File: config.mk
export PLATFORM = sky130hd
export DESIGN_NAME = hstf_top
export DESIGN_NICKNAME = d
export VERILOG_FILES = /design/src/inc/hstf_pkg.sv /design/src/hdl/hstf_top.sv
export VERILOG_INCLUDE_DIRS = /design/src /design/src/inc
export SDC_FILE = /design/constraint.sdc
export NUM_CORES = 1
export LEC_CHECK = 0
export BUFFER_PORTS_ARGS = -buffer_cell sky130_fd_sc_hd__buf_2
export CAP_MARGIN = 20
export CORE_MARGIN = 3
export CORE_UTILIZATION = 63
export CTS_CLUSTER_SIZE = 30
export DETAILED_ROUTE_END_ITERATION = 10
export HOLD_SLACK_MARGIN = 0.1
export PLACE_DENSITY_LB_ADDON = 0.08
export SYNTH_ARGS = -nofsm -noshare
export SYNTH_HDL_FRONTEND = slang
export SYNTH_SLANG_ARGS = --single-unit
File: constraint.sdc
create_clock -name core_clk -period 4.4 [get_ports core_clk]
set_input_delay 0.22 -clock core_clk [delete_from_list [all_inputs] [get_ports core_clk]]
set_output_delay 0.22 -clock core_clk [all_outputs]
set_load 0.02 [all_outputs]
File: src/inc/hstf_regs.svh
`ifndef HSTF_REGS_SVH
`define HSTF_REGS_SVH

// Register addresses on the four-bit CPU address.
`define HSTF_ADDR_FIFO_STAT 4'h0
`define HSTF_ADDR_RX_DATA 4'h1
`define HSTF_ADDR_TX_DATA 4'h1
`define HSTF_ADDR_CONTROL 4'h2
`define HSTF_ADDR_CCH_CTRL 4'h3
`define HSTF_ADDR_TIMING 4'h4
`define HSTF_ADDR_WATCHDOG 4'h5
`define HSTF_ADDR_CCH_STATUS 4'h6

// Field positions.
`define HSTF_CTRL_FILL_MSB 3
`define HSTF_CTRL_FILL_LSB 2

// Reset values.
`define HSTF_CONTROL_RST 8'h00
`define HSTF_CCH_CTRL_RST 8'hFF
`define HSTF_TIMING_RST 8'h00
`define HSTF_FIFO_STAT_RST 8'h08

// Watchdog clear key: low five bits must match.
`define HSTF_WD_KEY_MASK 8'h1F
`define HSTF_WD_KEY_VALUE 8'h0A

// Fill thresholds and status delays in falling clock edges.
`define HSTF_RX_HIGH_MARK 15
`define HSTF_TX_HIGH_MARK 5
`define HSTF_STAT_EDGES_SLOW 2
`define HSTF_STAT_EDGES_FAST 4

// Frame layout: eight bits per channel, the control channel is channel one.
`define HSTF_CTRL_CHANNEL 5'h01
`define HSTF_FIRST_DATA_CHANNEL 5'h02

`endif

File: src/inc/hstf_pkg.sv
package hstf_pkg;

    typedef struct packed {
        logic sel;
        logic write;
        logic [3:0] addr;
        logic [7:0] data;
    } hstf_cpu_req_t;

    typedef struct packed {
        logic swReset;
        logic internalTiming;
        logic ctrlChannelTxEnable;
        logic clockRateSelect;
        logic [3:0] timeslotSelect;
    } hstf_timing_t;

    typedef struct packed {
        logic [1:0] byteStatus;
        logic [7:0] data;
    } hstf_rx_entry_t;

    typedef enum logic [1:0] {
        HSTF_FILL_IDLE = 2'b00,
        HSTF_FILL_FLAGS = 2'b01,
        HSTF_FILL_TRANSP = 2'b10,
        HSTF_FILL_GOAHEAD = 2'b11
    } hstf_fill_t;

endpackage

File: src/hdl/hstf_top.sv
`timescale 1ns/1ps
`include "hstf_regs.svh"
module hstf_top #(
    parameter int FIFO_DEPTH = 19
) (
    input wire logic core_clk,
    input wire logic rstn,
    input wire hstf_pkg::hstf_cpu_req_t cpuReq,
    output logic [7:0] cpuRdData,
    input wire logic serialClockIn,
    input wire logic framePulseInN,
    input wire logic txBitGateN,
    input wire logic rxBitGateN,
    input wire logic serialIn,
    output logic serialOut,
    output logic serialOutOeN,
    output logic watchdogAlarmN
);
    import hstf_pkg::*;

    localparam int CW = $clog2(FIFO_DEPTH + 1);
    localparam logic [4:0] SYNC_IDLE = 5'h1E;

    logic [4:0] sync1_reg, sync2_reg, sync3_reg, filt_reg;
    logic clkPrev_reg, fpPrev_reg;
    logic [7:0] control_reg, cchCtrl_reg, cchStatus_reg, cchShift_reg;
    hstf_timing_t timing_reg;
    logic halfPhase_reg, fpSeen_reg, rxOpen_reg;
    logic [7:0] bitPos_reg;
    logic serialOut_reg, serialOutOeN_reg;
    logic [7:0] txShift_reg, rxShift_reg, lastWritten_reg;
    logic [3:0] txCnt_reg, rxCnt_reg;
    logic [7:0] txMem [FIFO_DEPTH];
    hstf_rx_entry_t rxMem [FIFO_DEPTH];
    logic [CW-1:0] txWr_reg, txRd_reg, txCount_reg, rxWr_reg, rxRd_reg, rxCount_reg;
    logic [2:0] statDelay_reg;
    logic [7:0] fifoStat_reg, cpuRdData_reg;
    logic [10:0] wdCnt_reg;
    logic wdAlarmN_reg;

    function automatic logic [CW-1:0] ptrInc(input logic [CW-1:0] p);
        return (p == CW'(FIFO_DEPTH - 1)) ? '0 : p + 1'b1;
    endfunction

    function automatic logic [3:0] slotBits(input logic [3:0] tc);
        case (tc)
            4'h0: return 4'h1;
            4'h1: return 4'h2;
            4'h2: return 4'h6;
            4'h3: return 4'h7;
            default: return 4'h8;
        endcase
    endfunction

    // Narrow selections live in the first data channel, full ones step up from it.
    function automatic logic [4:0] slotChan(input logic [3:0] tc);
        return (tc < 4'h4) ? `HSTF_FIRST_DATA_CHANNEL : {1'b0, tc} - 5'h02;
    endfunction

    // Three flops per pin; a new level counts only once stages two and three agree.
    always_ff @(posedge core_clk)
    begin
        if (!rstn)
        begin
            sync1_reg <= SYNC_IDLE;
            sync2_reg <= SYNC_IDLE;
            sync3_reg <= SYNC_IDLE;
            filt_reg <= SYNC_IDLE;
        end
        else
        begin
            sync1_reg <= {serialIn, rxBitGateN, txBitGateN, framePulseInN, serialClockIn};
            sync2_reg <= sync1_reg;
            sync3_reg <= sync2_reg;
            filt_reg <= (sync2_reg & sync3_reg) | (filt_reg & (sync2_reg | sync3_reg));
        end
    end

    always_ff @(posedge core_clk)
    begin
        if (!rstn)
        begin
            clkPrev_reg <= 1'b0;
            fpPrev_reg <= 1'b1;
        end
        else
        begin
            clkPrev_reg <= filt_reg[0];
            fpPrev_reg <= filt_reg[1];
        end
    end

    wire clkRise = filt_reg[0] & ~clkPrev_reg;
    wire clkFall = ~filt_reg[0] & clkPrev_reg;
    wire fpFall = ~filt_reg[1] & fpPrev_reg;
    wire internal = timing_reg.internalTiming;
    wire slowRate = internal & ~timing_reg.clockRateSelect;
    wire cpuWr = cpuReq.sel & cpuReq.write;
    wire cpuRd = cpuReq.sel & ~cpuReq.write;
    wire transparent = hstf_fill_t'(control_reg[`HSTF_CTRL_FILL_MSB:`HSTF_CTRL_FILL_LSB])
        == HSTF_FILL_TRANSP;
    wire transpOk = transparent & ~(internal & (timing_reg.timeslotSelect == 4'h0));

    // The 4.096 MHz clock carries one bit per two periods; a frame pulse realigns the phase.
    wire launch = clkRise & (~slowRate | fpSeen_reg | ~halfPhase_reg);
    wire sample = clkFall & (~slowRate | halfPhase_reg);
    wire [7:0] nextPos = fpSeen_reg ? 8'h00 : bitPos_reg + 8'h01;
    wire [3:0] nBits = slotBits(timing_reg.timeslotSelect);
    wire [4:0] dataChan = slotChan(timing_reg.timeslotSelect);
    wire [3:0] bitsPerByte = internal ? nBits : 4'h8;
    wire nextSlot = (nextPos[7:3] == dataChan) && ({1'b0, nextPos[2:0]} < nBits);
    wire nextInCtrl = internal & (nextPos[7:3] == `HSTF_CTRL_CHANNEL);
    wire txOpenNext = internal ? nextSlot : ~filt_reg[2];
    wire rxOpenNext = internal ? nextSlot : ~filt_reg[3];
    wire ctrlBitNow = cchCtrl_reg[nextPos[2:0]];

    always_ff @(posedge core_clk)
    begin
        if (!rstn)
        begin
            halfPhase_reg <= 1'b0;
            fpSeen_reg <= 1'b0;
            bitPos_reg <= 8'h00;
            rxOpen_reg <= 1'b0;
        end
        else
        begin
            if (clkRise)
            begin
                halfPhase_reg <= slowRate & launch;
            end
            if (fpFall)
            begin
                fpSeen_reg <= 1'b1;
            end
            else if (launch)
            begin
                fpSeen_reg <= 1'b0;
            end
            if (launch)
            begin
                bitPos_reg <= nextPos;
                rxOpen_reg <= rxOpenNext;
            end
        end
    end

    wire txFifoEmpty = (txCount_reg == '0);
    wire txFifoFull = (txCount_reg == CW'(FIFO_DEPTH));
    wire rxFifoEmpty = (rxCount_reg == '0);
    wire rxFifoFull = (rxCount_reg == CW'(FIFO_DEPTH));
    wire txByteEnd = (txCnt_reg == bitsPerByte - 4'h1);
    wire txPop = launch & ~nextInCtrl & txOpenNext & transpOk & txByteEnd & ~txFifoEmpty;
    wire txPush = cpuWr & (cpuReq.addr == `HSTF_ADDR_TX_DATA) & ~txFifoFull;
    wire rxBitTake = sample & rxOpen_reg & transpOk;
    wire rxByteEnd = (rxCnt_reg == bitsPerByte - 4'h1);
    wire rxPush = rxBitTake & rxByteEnd & ~rxFifoFull;
    wire rxPop = cpuRd & (cpuReq.addr == `HSTF_ADDR_RX_DATA) & ~rxFifoEmpty;
    wire [7:0] rxByte = {filt_reg[4], rxShift_reg[7:1]};
    // The control channel keeps its own shifter so packet reception never disturbs it.
    wire [7:0] cchByte = {filt_reg[4], cchShift_reg[7:1]};
    wire [7:0] rxHeadData = rxMem[rxRd_reg].data;
    wire wdClear = cpuWr & (cpuReq.addr == `HSTF_ADDR_WATCHDOG)
        & ((cpuReq.data & `HSTF_WD_KEY_MASK) == `HSTF_WD_KEY_VALUE);

    // Serial launch. Slots that belong to nobody float the line.
    always_ff @(posedge core_clk)
    begin
        if (!rstn)
        begin
            serialOut_reg <= 1'b1;
            serialOutOeN_reg <= 1'b1;
            txShift_reg <= 8'hFF;
            txCnt_reg <= 4'h0;
        end
        else if (launch)
        begin
            if (nextInCtrl)
            begin
                serialOut_reg <= ctrlBitNow;
                serialOutOeN_reg <= ~timing_reg.ctrlChannelTxEnable;
            end
            else if (txOpenNext)
            begin
                serialOutOeN_reg <= 1'b0;
                if (transpOk)
                begin
                    serialOut_reg <= txShift_reg[0];
                    if (txByteEnd)
                    begin
                        txCnt_reg <= 4'h0;
                        txShift_reg <= txFifoEmpty ? lastWritten_reg : txMem[txRd_reg];
                    end
                    else
                    begin
                        txShift_reg <= {1'b1, txShift_reg[7:1]};
                        txCnt_reg <= txCnt_reg + 4'h1;
                    end
                end
                else
                begin
                    // No protocol framing is built; this path idles the line at ones.
                    serialOut_reg <= 1'b1;
                end
            end
            else
            begin
                serialOutOeN_reg <= 1'b1;
            end
        end
    end

    // Serial sample. Short slots leave the received bits in the top of the byte.
    always_ff @(posedge core_clk)
    begin
        if (!rstn)
        begin
            rxShift_reg <= 8'h00;
            rxCnt_reg <= 4'h0;
        end
        else if (rxBitTake)
        begin
            if (rxByteEnd)
            begin
                rxShift_reg <= 8'h00;
                rxCnt_reg <= 4'h0;
            end
            else
            begin
                rxShift_reg <= rxByte;
                rxCnt_reg <= rxCnt_reg + 4'h1;
            end
        end
    end

    always_ff @(posedge core_clk)
    begin
        if (!rstn)
        begin
            cchShift_reg <= 8'h00;
            cchStatus_reg <= 8'h00;
        end
        else if (sample && internal && bitPos_reg[7:3] == `HSTF_CTRL_CHANNEL)
        begin
            cchShift_reg <= cchByte;
            if (bitPos_reg[2:0] == 3'h7)
            begin
                cchStatus_reg <= cchByte;
            end
        end
    end

    always_ff @(posedge core_clk)
    begin
        if (txPush)
        begin
            txMem[txWr_reg] <= cpuReq.data;
        end
        if (rxPush)
        begin
            rxMem[rxWr_reg] <= '{byteStatus: 2'b00, data: rxByte};
        end
    end

    always_ff @(posedge core_clk)
    begin
        if (!rstn)
        begin
            txWr_reg <= '0;
            txRd_reg <= '0;
            txCount_reg <= '0;
            lastWritten_reg <= 8'hFF;
        end
        else
        begin
            if (txPush)
            begin
                txWr_reg <= ptrInc(txWr_reg);
                lastWritten_reg <= cpuReq.data;
            end
            if (txPop)
            begin
                txRd_reg <= ptrInc(txRd_reg);
            end
            if (txPush && !txPop)
            begin
                txCount_reg <= txCount_reg + 1'b1;
            end
            else if (txPop && !txPush)
            begin
                txCount_reg <= txCount_reg - 1'b1;
            end
        end
    end

    always_ff @(posedge core_clk)
    begin
        if (!rstn)
        begin
            rxWr_reg <= '0;
            rxRd_reg <= '0;
            rxCount_reg <= '0;
        end
        else
        begin
            if (rxPush)
            begin
                rxWr_reg <= ptrInc(rxWr_reg);
            end
            if (rxPop)
            begin
                rxRd_reg <= ptrInc(rxRd_reg);
            end
            if (rxPush && !rxPop)
            begin
                rxCount_reg <= rxCount_reg + 1'b1;
            end
            else if (rxPop && !rxPush)
            begin
                rxCount_reg <= rxCount_reg - 1'b1;
            end
        end
    end

    // Status is frozen briefly after each access so software never sees a half-updated fill.
    wire fifoAccess = txPush | txPop | rxPush | rxPop;
    wire [1:0] liveRx = rxFifoEmpty ? 2'b00 : rxFifoFull ? 2'b10 :
        (rxCount_reg >= CW'(`HSTF_RX_HIGH_MARK)) ? 2'b11 : 2'b01;
    wire [1:0] liveTx = txFifoFull ? 2'b00 : txFifoEmpty ? 2'b10 :
        (txCount_reg >= CW'(`HSTF_TX_HIGH_MARK)) ? 2'b01 : 2'b11;
    wire [1:0] headStatus = rxFifoEmpty ? 2'b00 : rxMem[rxRd_reg].byteStatus;

    always_ff @(posedge core_clk)
    begin
        if (!rstn)
        begin
            statDelay_reg <= 3'h0;
            fifoStat_reg <= `HSTF_FIFO_STAT_RST;
        end
        else
        begin
            if (fifoAccess)
            begin
                statDelay_reg <= slowRate ? 3'(`HSTF_STAT_EDGES_FAST)
                    : 3'(`HSTF_STAT_EDGES_SLOW);
            end
            else if (clkFall && statDelay_reg != 3'h0)
            begin
                statDelay_reg <= statDelay_reg - 3'h1;
            end
            if (!fifoAccess && statDelay_reg == 3'h0)
            begin
                fifoStat_reg <= {headStatus, liveRx, liveTx, 2'b00};
            end
        end
    end

    always_ff @(posedge core_clk)
    begin
        if (!rstn)
        begin
            control_reg <= `HSTF_CONTROL_RST;
            cchCtrl_reg <= `HSTF_CCH_CTRL_RST;
            timing_reg <= hstf_timing_t'(`HSTF_TIMING_RST);
        end
        else if (cpuWr)
        begin
            case (cpuReq.addr)
                `HSTF_ADDR_CONTROL: control_reg <= cpuReq.data;
                `HSTF_ADDR_CCH_CTRL: cchCtrl_reg <= cpuReq.data;
                `HSTF_ADDR_TIMING: timing_reg <= hstf_timing_t'(cpuReq.data);
                default: control_reg <= control_reg;
            endcase
        end
    end

    always_ff @(posedge core_clk)
    begin
        if (!rstn)
        begin
            cpuRdData_reg <= 8'h00;
        end
        else if (cpuRd)
        begin
            case (cpuReq.addr)
                `HSTF_ADDR_FIFO_STAT: cpuRdData_reg <= fifoStat_reg;
                `HSTF_ADDR_RX_DATA: cpuRdData_reg <= rxHeadData;
                `HSTF_ADDR_CONTROL: cpuRdData_reg <= control_reg;
                `HSTF_ADDR_CCH_CTRL: cpuRdData_reg <= cchCtrl_reg;
                `HSTF_ADDR_TIMING: cpuRdData_reg <= timing_reg;
                `HSTF_ADDR_CCH_STATUS: cpuRdData_reg <= cchStatus_reg;
                default: cpuRdData_reg <= 8'h00;
            endcase
        end
    end

    // The frame pulse runs in both timing modes, so the watchdog counts it unconditionally.
    always_ff @(posedge core_clk)
    begin
        if (!rstn)
        begin
            wdCnt_reg <= 11'h000;
            wdAlarmN_reg <= 1'b1;
        end
        else
        begin
            if (wdClear)
            begin
                wdCnt_reg <= 11'h000;
            end
            else if (fpFall)
            begin
                wdCnt_reg <= wdCnt_reg + 11'h001;
            end
            wdAlarmN_reg <= ~wdCnt_reg[10];
        end
    end

    assign cpuRdData = cpuRdData_reg;
    assign serialOut = serialOut_reg;
    assign serialOutOeN = serialOutOeN_reg;
    assign watchdogAlarmN = wdAlarmN_reg;
endmodule

* Word-level counts from Yosys, hierarchy flattened *
Memory sizes are Yosys's and may differ from the RTL's. A register that Yosys moved wholly into a read port is not among the register bits.
Index checks and enable logic that the tools add are counted.

word-level totals
  bits in registers = 166
  latch bits = 0
  memory bits (writable) = 304
  bits in read-only memories = 0
  input bits = 21
  output and inout bits = 11
  word-level logic and storage cells = 216
  memories = 2

cells by class
  $add $sub $neg = 15
  multipliers = 0
  div/mod/pow operators = 0
  magnitude comparators = 5
  equal/unequal tests = 23
  shift operators = 0
  mux-type cells = 47
  bitwise gates (word level) = 55
  reductions and logical operators = 32

memory list
  name   depth  width  rd ports  clocked after Yosys merged registers in  wr ports  RTL line        text
  rxMem  19     8      1         1                                        1         hstf_top.sv:34  hstf_rx_entry_t rxMem [FIFO_DEPTH];
  txMem  19     8      1         1                                        1         hstf_top.sv:33  logic [7:0] txMem [FIFO_DEPTH];

operator list
  operator                                                                count
  5-bit 2-to-1 mux                                                        13
  8-bit one-hot mux with 6 select lines                                   1
  8-bit 2-to-1 mux                                                        4
  5-bit by 1-bit adder with 5-bit output (second input constant)          6
  5-bit equality test (second input constant)                             6
  1-bit AND                                                               27
  1-bit inverter                                                          18
  4-bit by 2-bit equality test with 1-bit output (second input constant)  4
  4-bit one-hot mux with 4 select lines                                   1
  1-bit 2-to-1 mux                                                        14
  2-bit 2-to-1 mux                                                        7
  4-bit by 3-bit equality test with 1-bit output (second input constant)  3
  4-bit 2-to-1 mux                                                        3
  11-bit by 1-bit adder with 11-bit output (second input constant)        1
  5-bit AND                                                               2
  5-bit by 1-bit equality test with 1-bit output (second input constant)  2
  5-bit zero test                                                         2
  5-bit bitwise OR                                                        2
  2-bit AND reduction                                                     5
  2-bit nonzero test                                                      5
  5-bit by 1-bit subtractor with 5-bit output (second input constant)     2
  1-bit logical AND                                                       9
  3-bit 2-to-1 mux                                                        3
  4-bit by 1-bit adder with 4-bit output (second input constant)          2
  other kinds (23)                                                        35

* Logic depth before layout (Yosys ltp) *
  depth in word-level cells = 16
  depth in mapped cells = 22
  mapped depth without buffers = 20

* Least setup slack after synthesis *
OpenSTA, ideal clock, no wires.

  kind = flip-flop to flip-flop
  start point = register timing_reg[1] (netlist bit)
  end point = register rxCount_reg[4]
  library setup time = 0.070 ns
  arrival = 3.714 ns
  setup slack = 0.615 ns
  cell stages (with the launch flop) = 20
  buffers on the path = 4
  clock period less this slack = 3.785 ns
  path through = dfxtp_1 buf_2 xor2_1 or3_1 clkbuf_1 ha_1 xnor2_1 nor2_1 and4b_1 clkbuf_1 and2_1 buf_2 ha_1 inv_1 fa_1 a21o_1 a21oi_1 xnor2_1 or3_1 a21oi_1

between the ends
  word-level cells in the longest chain between the ends = 10
  elaborated cells on any way between the ends = 19
  those cells by class = add/sub: 1; eq/ne: 4; mux: 3; bitwise: 6; reduce/logical: 5

RTL lines
  what                                                                             RTL line                          text
  from (decl)                                                                      hstf_top.sv:27                    hstf_timing_t timing_reg;
  from (signal assigned)                                                           hstf_top.sv:364                   timing_reg <= hstf_timing_t'(`HSTF_TIMING_RST);
  from (signal assigned)                                                           hstf_top.sv:371                   `HSTF_ADDR_TIMING: timing_reg <= hstf_timing_t'(cpuReq.data);
  4-bit by 2-bit equality test with 1-bit output, or another cell as far along     hstf_top.sv:46                    case (tc)
  4-bit one-hot mux with 4 select lines / 1-bit AND (equally long branches)        hstf_top.sv:46, hstf_top.sv:102
  4-bit 2-to-1 mux / 1-bit inverter (equally long branches)                        hstf_top.sv:110, hstf_top.sv:102
  4-bit by 1-bit subtractor with 4-bit output / 1-bit AND (equally long branches)  hstf_top.sv:156, hstf_top.sv:102
  4-bit equality test / 1-bit AND (equally long branches)                          hstf_top.sv:156, hstf_top.sv:155
  1-bit AND * (2 in series)                                                        hstf_top.sv:157                   wire rxPush = rxBitTake & rxByteEnd & ~rxFifoFull;
  named net rxPush                                                                 hstf_top.sv:157
  1-bit zero test                                                                  hstf_top.sv:318                   else if (rxPop && !rxPush)
  1-bit logical AND                                                                hstf_top.sv:318
  2-bit nonzero test (no source line)                                              n/a
  to (signal assigned)                                                             hstf_top.sv:316                   rxCount_reg <= rxCount_reg + 1'b1;
  to (signal assigned)                                                             hstf_top.sv:320                   rxCount_reg <= rxCount_reg - 1'b1;
  to (decl)                                                                        hstf_top.sv:35                    logic [CW-1:0] txWr_reg, txRd_reg, txCount_reg, rxWr_reg, rxRd_reg, rxCount_reg;

The timed path passes the listed nets; every way through them passes the cells marked *.
A chain may end at the register's enable or synchronous reset.

* Worst setup path in the final report *
  start point = register bitPos_reg[1]
  end point = register txCount_reg[4]

between the ends
  elaborated cells on any way between the ends = 19
  those cells by class = add/sub: 1; order compare: 1; eq/ne: 2; mux: 3; bitwise: 7; reduce/logical: 5

RTL lines
  what                                                           RTL line         text
  from (decl)                                                    hstf_top.sv:29   logic [7:0] bitPos_reg;
  from (signal assigned)                                         hstf_top.sv:142  bitPos_reg <= nextPos;
  8-bit by 1-bit adder with 8-bit output *                       hstf_top.sv:107  wire [7:0] nextPos = fpSeen_reg ? 8'h00 : bitPos_reg + 8'h01;
  8-bit 2-to-1 mux *                                             hstf_top.sv:107
  named net nextPos[2]                                           hstf_top.sv:107
  3-bit by 4-bit < comparator with 1-bit output *                hstf_top.sv:111  wire nextSlot = (nextPos[7:3] == dataChan) && ({1'b0, nextPos[2:0]} < nBits);
  1-bit logical AND *                                            hstf_top.sv:111
  1-bit 2-to-1 mux *                                             hstf_top.sv:113  wire txOpenNext = internal ? nextSlot : ~filt_reg[2];
  1-bit AND * (4 in series)                                      hstf_top.sv:153  wire txPop = launch & ~nextInCtrl & txOpenNext & transpOk & txByteEnd & ~txFifoEmpty;
  1-bit zero test                                                hstf_top.sv:285  if (txPush && !txPop)
  1-bit logical AND                                              hstf_top.sv:285
  5-bit 2-to-1 mux / 2-bit nonzero test (equally long branches)  n/a
  to (signal assigned)                                           hstf_top.sv:287  txCount_reg <= txCount_reg + 1'b1;
  to (signal assigned)                                           hstf_top.sv:291  txCount_reg <= txCount_reg - 1'b1;
  to (decl)                                                      hstf_top.sv:35

Marked as above.

==> results.sh <==
export IMPL_status="finished clean"
export IMPL_path_cells="ha_1 > ha_1 > nor2b_1 > ha_1 > a21oi_1 > nand2_1 > a32o_1 > a211o_2 > a21o_1 > ha_1 > inv_1 > ha_1 > a21o_1 > a21oi_1 > xnor2_1 > nand2_1 > xor2_1 > nor2_1"
export IMPL_post_route_period_util_pct=91.1
export IMPL_vias_per_cell=6.20
export IMPL_port_buffer_count=31
export IMPL_placedInstanceArea_sq_um=20600
export IMPL_via_count=12100
export IMPL_yosys_cell_count_top_type="edfxtp_1"
export IMPL_fp_dieW_um=185
export IMPL_ys_warn_count=0
export IMPL_path_buf_inv=1
export IMPL_slew_headroom_pct=29.9
export IMPL_numCtsBuffers=47
export IMPL_clock_latency_ns=0.57
export IMPL_track_usage_pct=25.9
export IMPL_gp_congestion=0.904
export IMPL_rr_startpoint="bitPos_reg[1]"
export IMPL_placed_cells=1855
export IMPL_core_area_sq_um=31000
export IMPL_path_clk_slew_ns=0.07
export IMPL_ys_types=80
export IMPL_fill_cells=2023
export IMPL_cts_max_level=2
export IMPL_synth_fa_ha_area_share_pct=2.25
export IMPL_cts_setup_buffers=0
export IMPL_dr_pass1_iters=5
export IMPL_synth_seq_cells=476
export IMPL_cts_buffer_depth=3
export IMPL_crit_slowest_cell="ha_1"
export IMPL_critPathTopFamily="adder cells"
export IMPL_fin_ws_ns=0.390
export IMPL_leakage_nw=7.60
export IMPL_cap_viol_max_count=0
export IMPL_fmax_ghz=0.249
export IMPL_grt_pass1_vias=11800
export IMPL_stdcell_count=1946
export IMPL_worst_ep_arrival_time_ns=4.43
export IMPL_ff2ff_path_depth=18
export IMPL_synthTopCellsByCount="edfxtp_1 (304), dfxtp_1 (172), nor2_1 (156)"
export IMPL_start_kind="flip-flop"
export IMPL_drt_total_wl_mm=43.1
export IMPL_cp_depth=18
export IMPL_route_detailed_drc=0
export IMPL_dieArea_sq_um=34100
export IMPL_cts_sinks=476
export IMPL_setup_violations=0
export IMPL_cp_common_cell="ha_1"
export IMPL_synth_ff_type="edfxtp_1"
export IMPL_fin_setup_tns_ns=0
export IMPL_max_stage_delay_ns=0.39
export IMPL_min_delay_start="cpuReq[7]"
export IMPL_cts_tree="built"
export IMPL_synth_xor_area_share_pct=1.97
export IMPL_cp_end_kind="flip-flop"
export IMPL_synthMuxAreaShare_pct=13.5
export IMPL_synth_compound_area_share_pct=6.94
export IMPL_row_count=64
export IMPL_grt_pass1_wl_mm=67.5
export IMPL_synth_top_family_by_area="multiplexers"
export IMPL_nets=1569
export IMPL_postRouteAntennaNets=0
export IMPL_hold_viol=0
export IMPL_min_path_type="in2reg"
export IMPL_crit_type="reg2reg"
export IMPL_fin_crit_ns=4.01
export IMPL_synth_seq_area_share_pct=62.6
export IMPL_synth_simple_area_share_pct=10.6
export IMPL_setup_worst_path_start="bitPos_reg[1]"
export IMPL_die_h_um=185
export IMPL_area_delta_synth_final_pct=10.2
export IMPL_seq_area_sq_um=12600
export IMPL_rsz0062_at_grt="no"
export IMPL_fin_area_sq_um=22100
export IMPL_syn_nets=1539
export IMPL_post_route_util_pct=71.5
export IMPL_yosysTopAreaCell="edfxtp_1"
export IMPL_grt_max_degree=81
export IMPL_async_reset_ff_share_pct=0
export IMPL_synth_edff_count=304
export IMPL_clockRootBuffer="clkbuf_16"
export IMPL_drive_gt1_share_pct=14.7
export IMPL_post_place_ws_ns=0.454
export IMPL_synth_top_area_share_pct=45.4
export IMPL_dp_hpwl_mm=27.4
export IMPL_crit_path_max_fanout=5
export IMPL_synthesis_area_sq_um=20100
export IMPL_skew_ns=0.0184
export IMPL_finalMaxSlewViolations=0
export IMPL_multi_input_area_sq_um=7100
export IMPL_pin_count=32
export IMPL_wl_per_cell_um=22.1
export IMPL_syn_mean_instance_area_sq_um=13.5
export IMPL_antenna_found_initial=1
export IMPL_postSynthCellCount=1483
export IMPL_synth_area_top_cells="edfxtp_1 (45%), dfxtp_1 (17%), mux4_2 (8.2%)"
export IMPL_drtIter0Drc=1108
export IMPL_ir_drop_v=0.000443
export IMPL_antennaDiodeCount=0
export IMPL_tightest_slew_ns=1.05
export IMPL_cp_required_ns=4.82
export IMPL_min_path_cells=1
export IMPL_grt_ovfl_total=0
export IMPL_powerDensity_nw_per_um2=393
export IMPL_start_util_pct=64.8
==> power breakdown <==
group / internal [mW] / switching (mW) / leakage, nW
Sequential: 4.73 / 0.0143 / 4.20
Combinational: 0.0514 / 0.113 / 2.69
Clock: 2.14 / 1.64 / 0.709
==> metal layers <==
layer,global-route usage [%],share of wire [%]
met4,8.74,3.3
met3,4.14,6.5
met2,40.0,46
met1,38.2,44
met5,0,0.023
==> stage by stage <==
stage	hold WS (ns)	total power, mW
after global routing	0.133	8.96
after global placement	0.387	5.00
after CTS	0.110	8.76
final	0.129	8.70
after detailed placement	0.394	5.00
after floorplan	0.319	4.93
==> final cells by class <==
type                    instances  area share (%)
flip-flops and latches        476            56.8
clock buffers                  66            5.91
clock inverters                20           0.712
repair buffers                 62            1.86
inverters                      25           0.424
well taps                     396            2.24
multi-input cells             901            32.1
==> what timing repair did <==
item / 4_1_cts / 5_1_grt
hold buffers: 5 / 0
endpoints found under the hold margin: 5 / 0
gates resized for setup: 0 / 0
==> kinds of logic after synthesis <==
| kind of cell | Yosys count |
|---|---|
| mux | 176 |
| simple gates | 445 |
| flops | 476 |
| compound gates | 203 |
| buf+inv | 106 |
| fa+ha+maj | 35 |
| xor+xnor | 42 |
==> layout by cell type, fill, tap and decap left out, types with 15 or more instances in the layout <==
master | Yosys | routed
buf_2 | 9 | 31
a21oi_1 | 47 | 47
nand3_1 | 27 | 27
buf_4 | 1 | 25
nor2_1 | 156 | 156
dfxtp_1 | 172 | 169
mux2i_1 | 91 | 91
inv_1 | 22 | 22
ha_1 | 33 | 33
xnor2_1 | 19 | 19
mux4_2 | 73 | 73
o21ai_0 | 39 | 39
nand2b_1 | 37 | 37
nand2_1 | 118 | 118
nor2b_1 | 15 | 15
a22oi_1 | 20 | 20
edfxtp_1 | 304 | 304
clkbuf_16 | 0 | 48
xor2_1 | 21 | 21
==> path summary, 6_finish.rpt <==
kind                          to  slack (ns)
hold reg to reg   watchdogAlarmN        0.40
setup reg to reg  txCount_reg[4]        0.39
hold / removal       txMem[9][7]        0.13
setup / recovery  txCount_reg[4]        0.39
(Power assumes the default switching activity.)
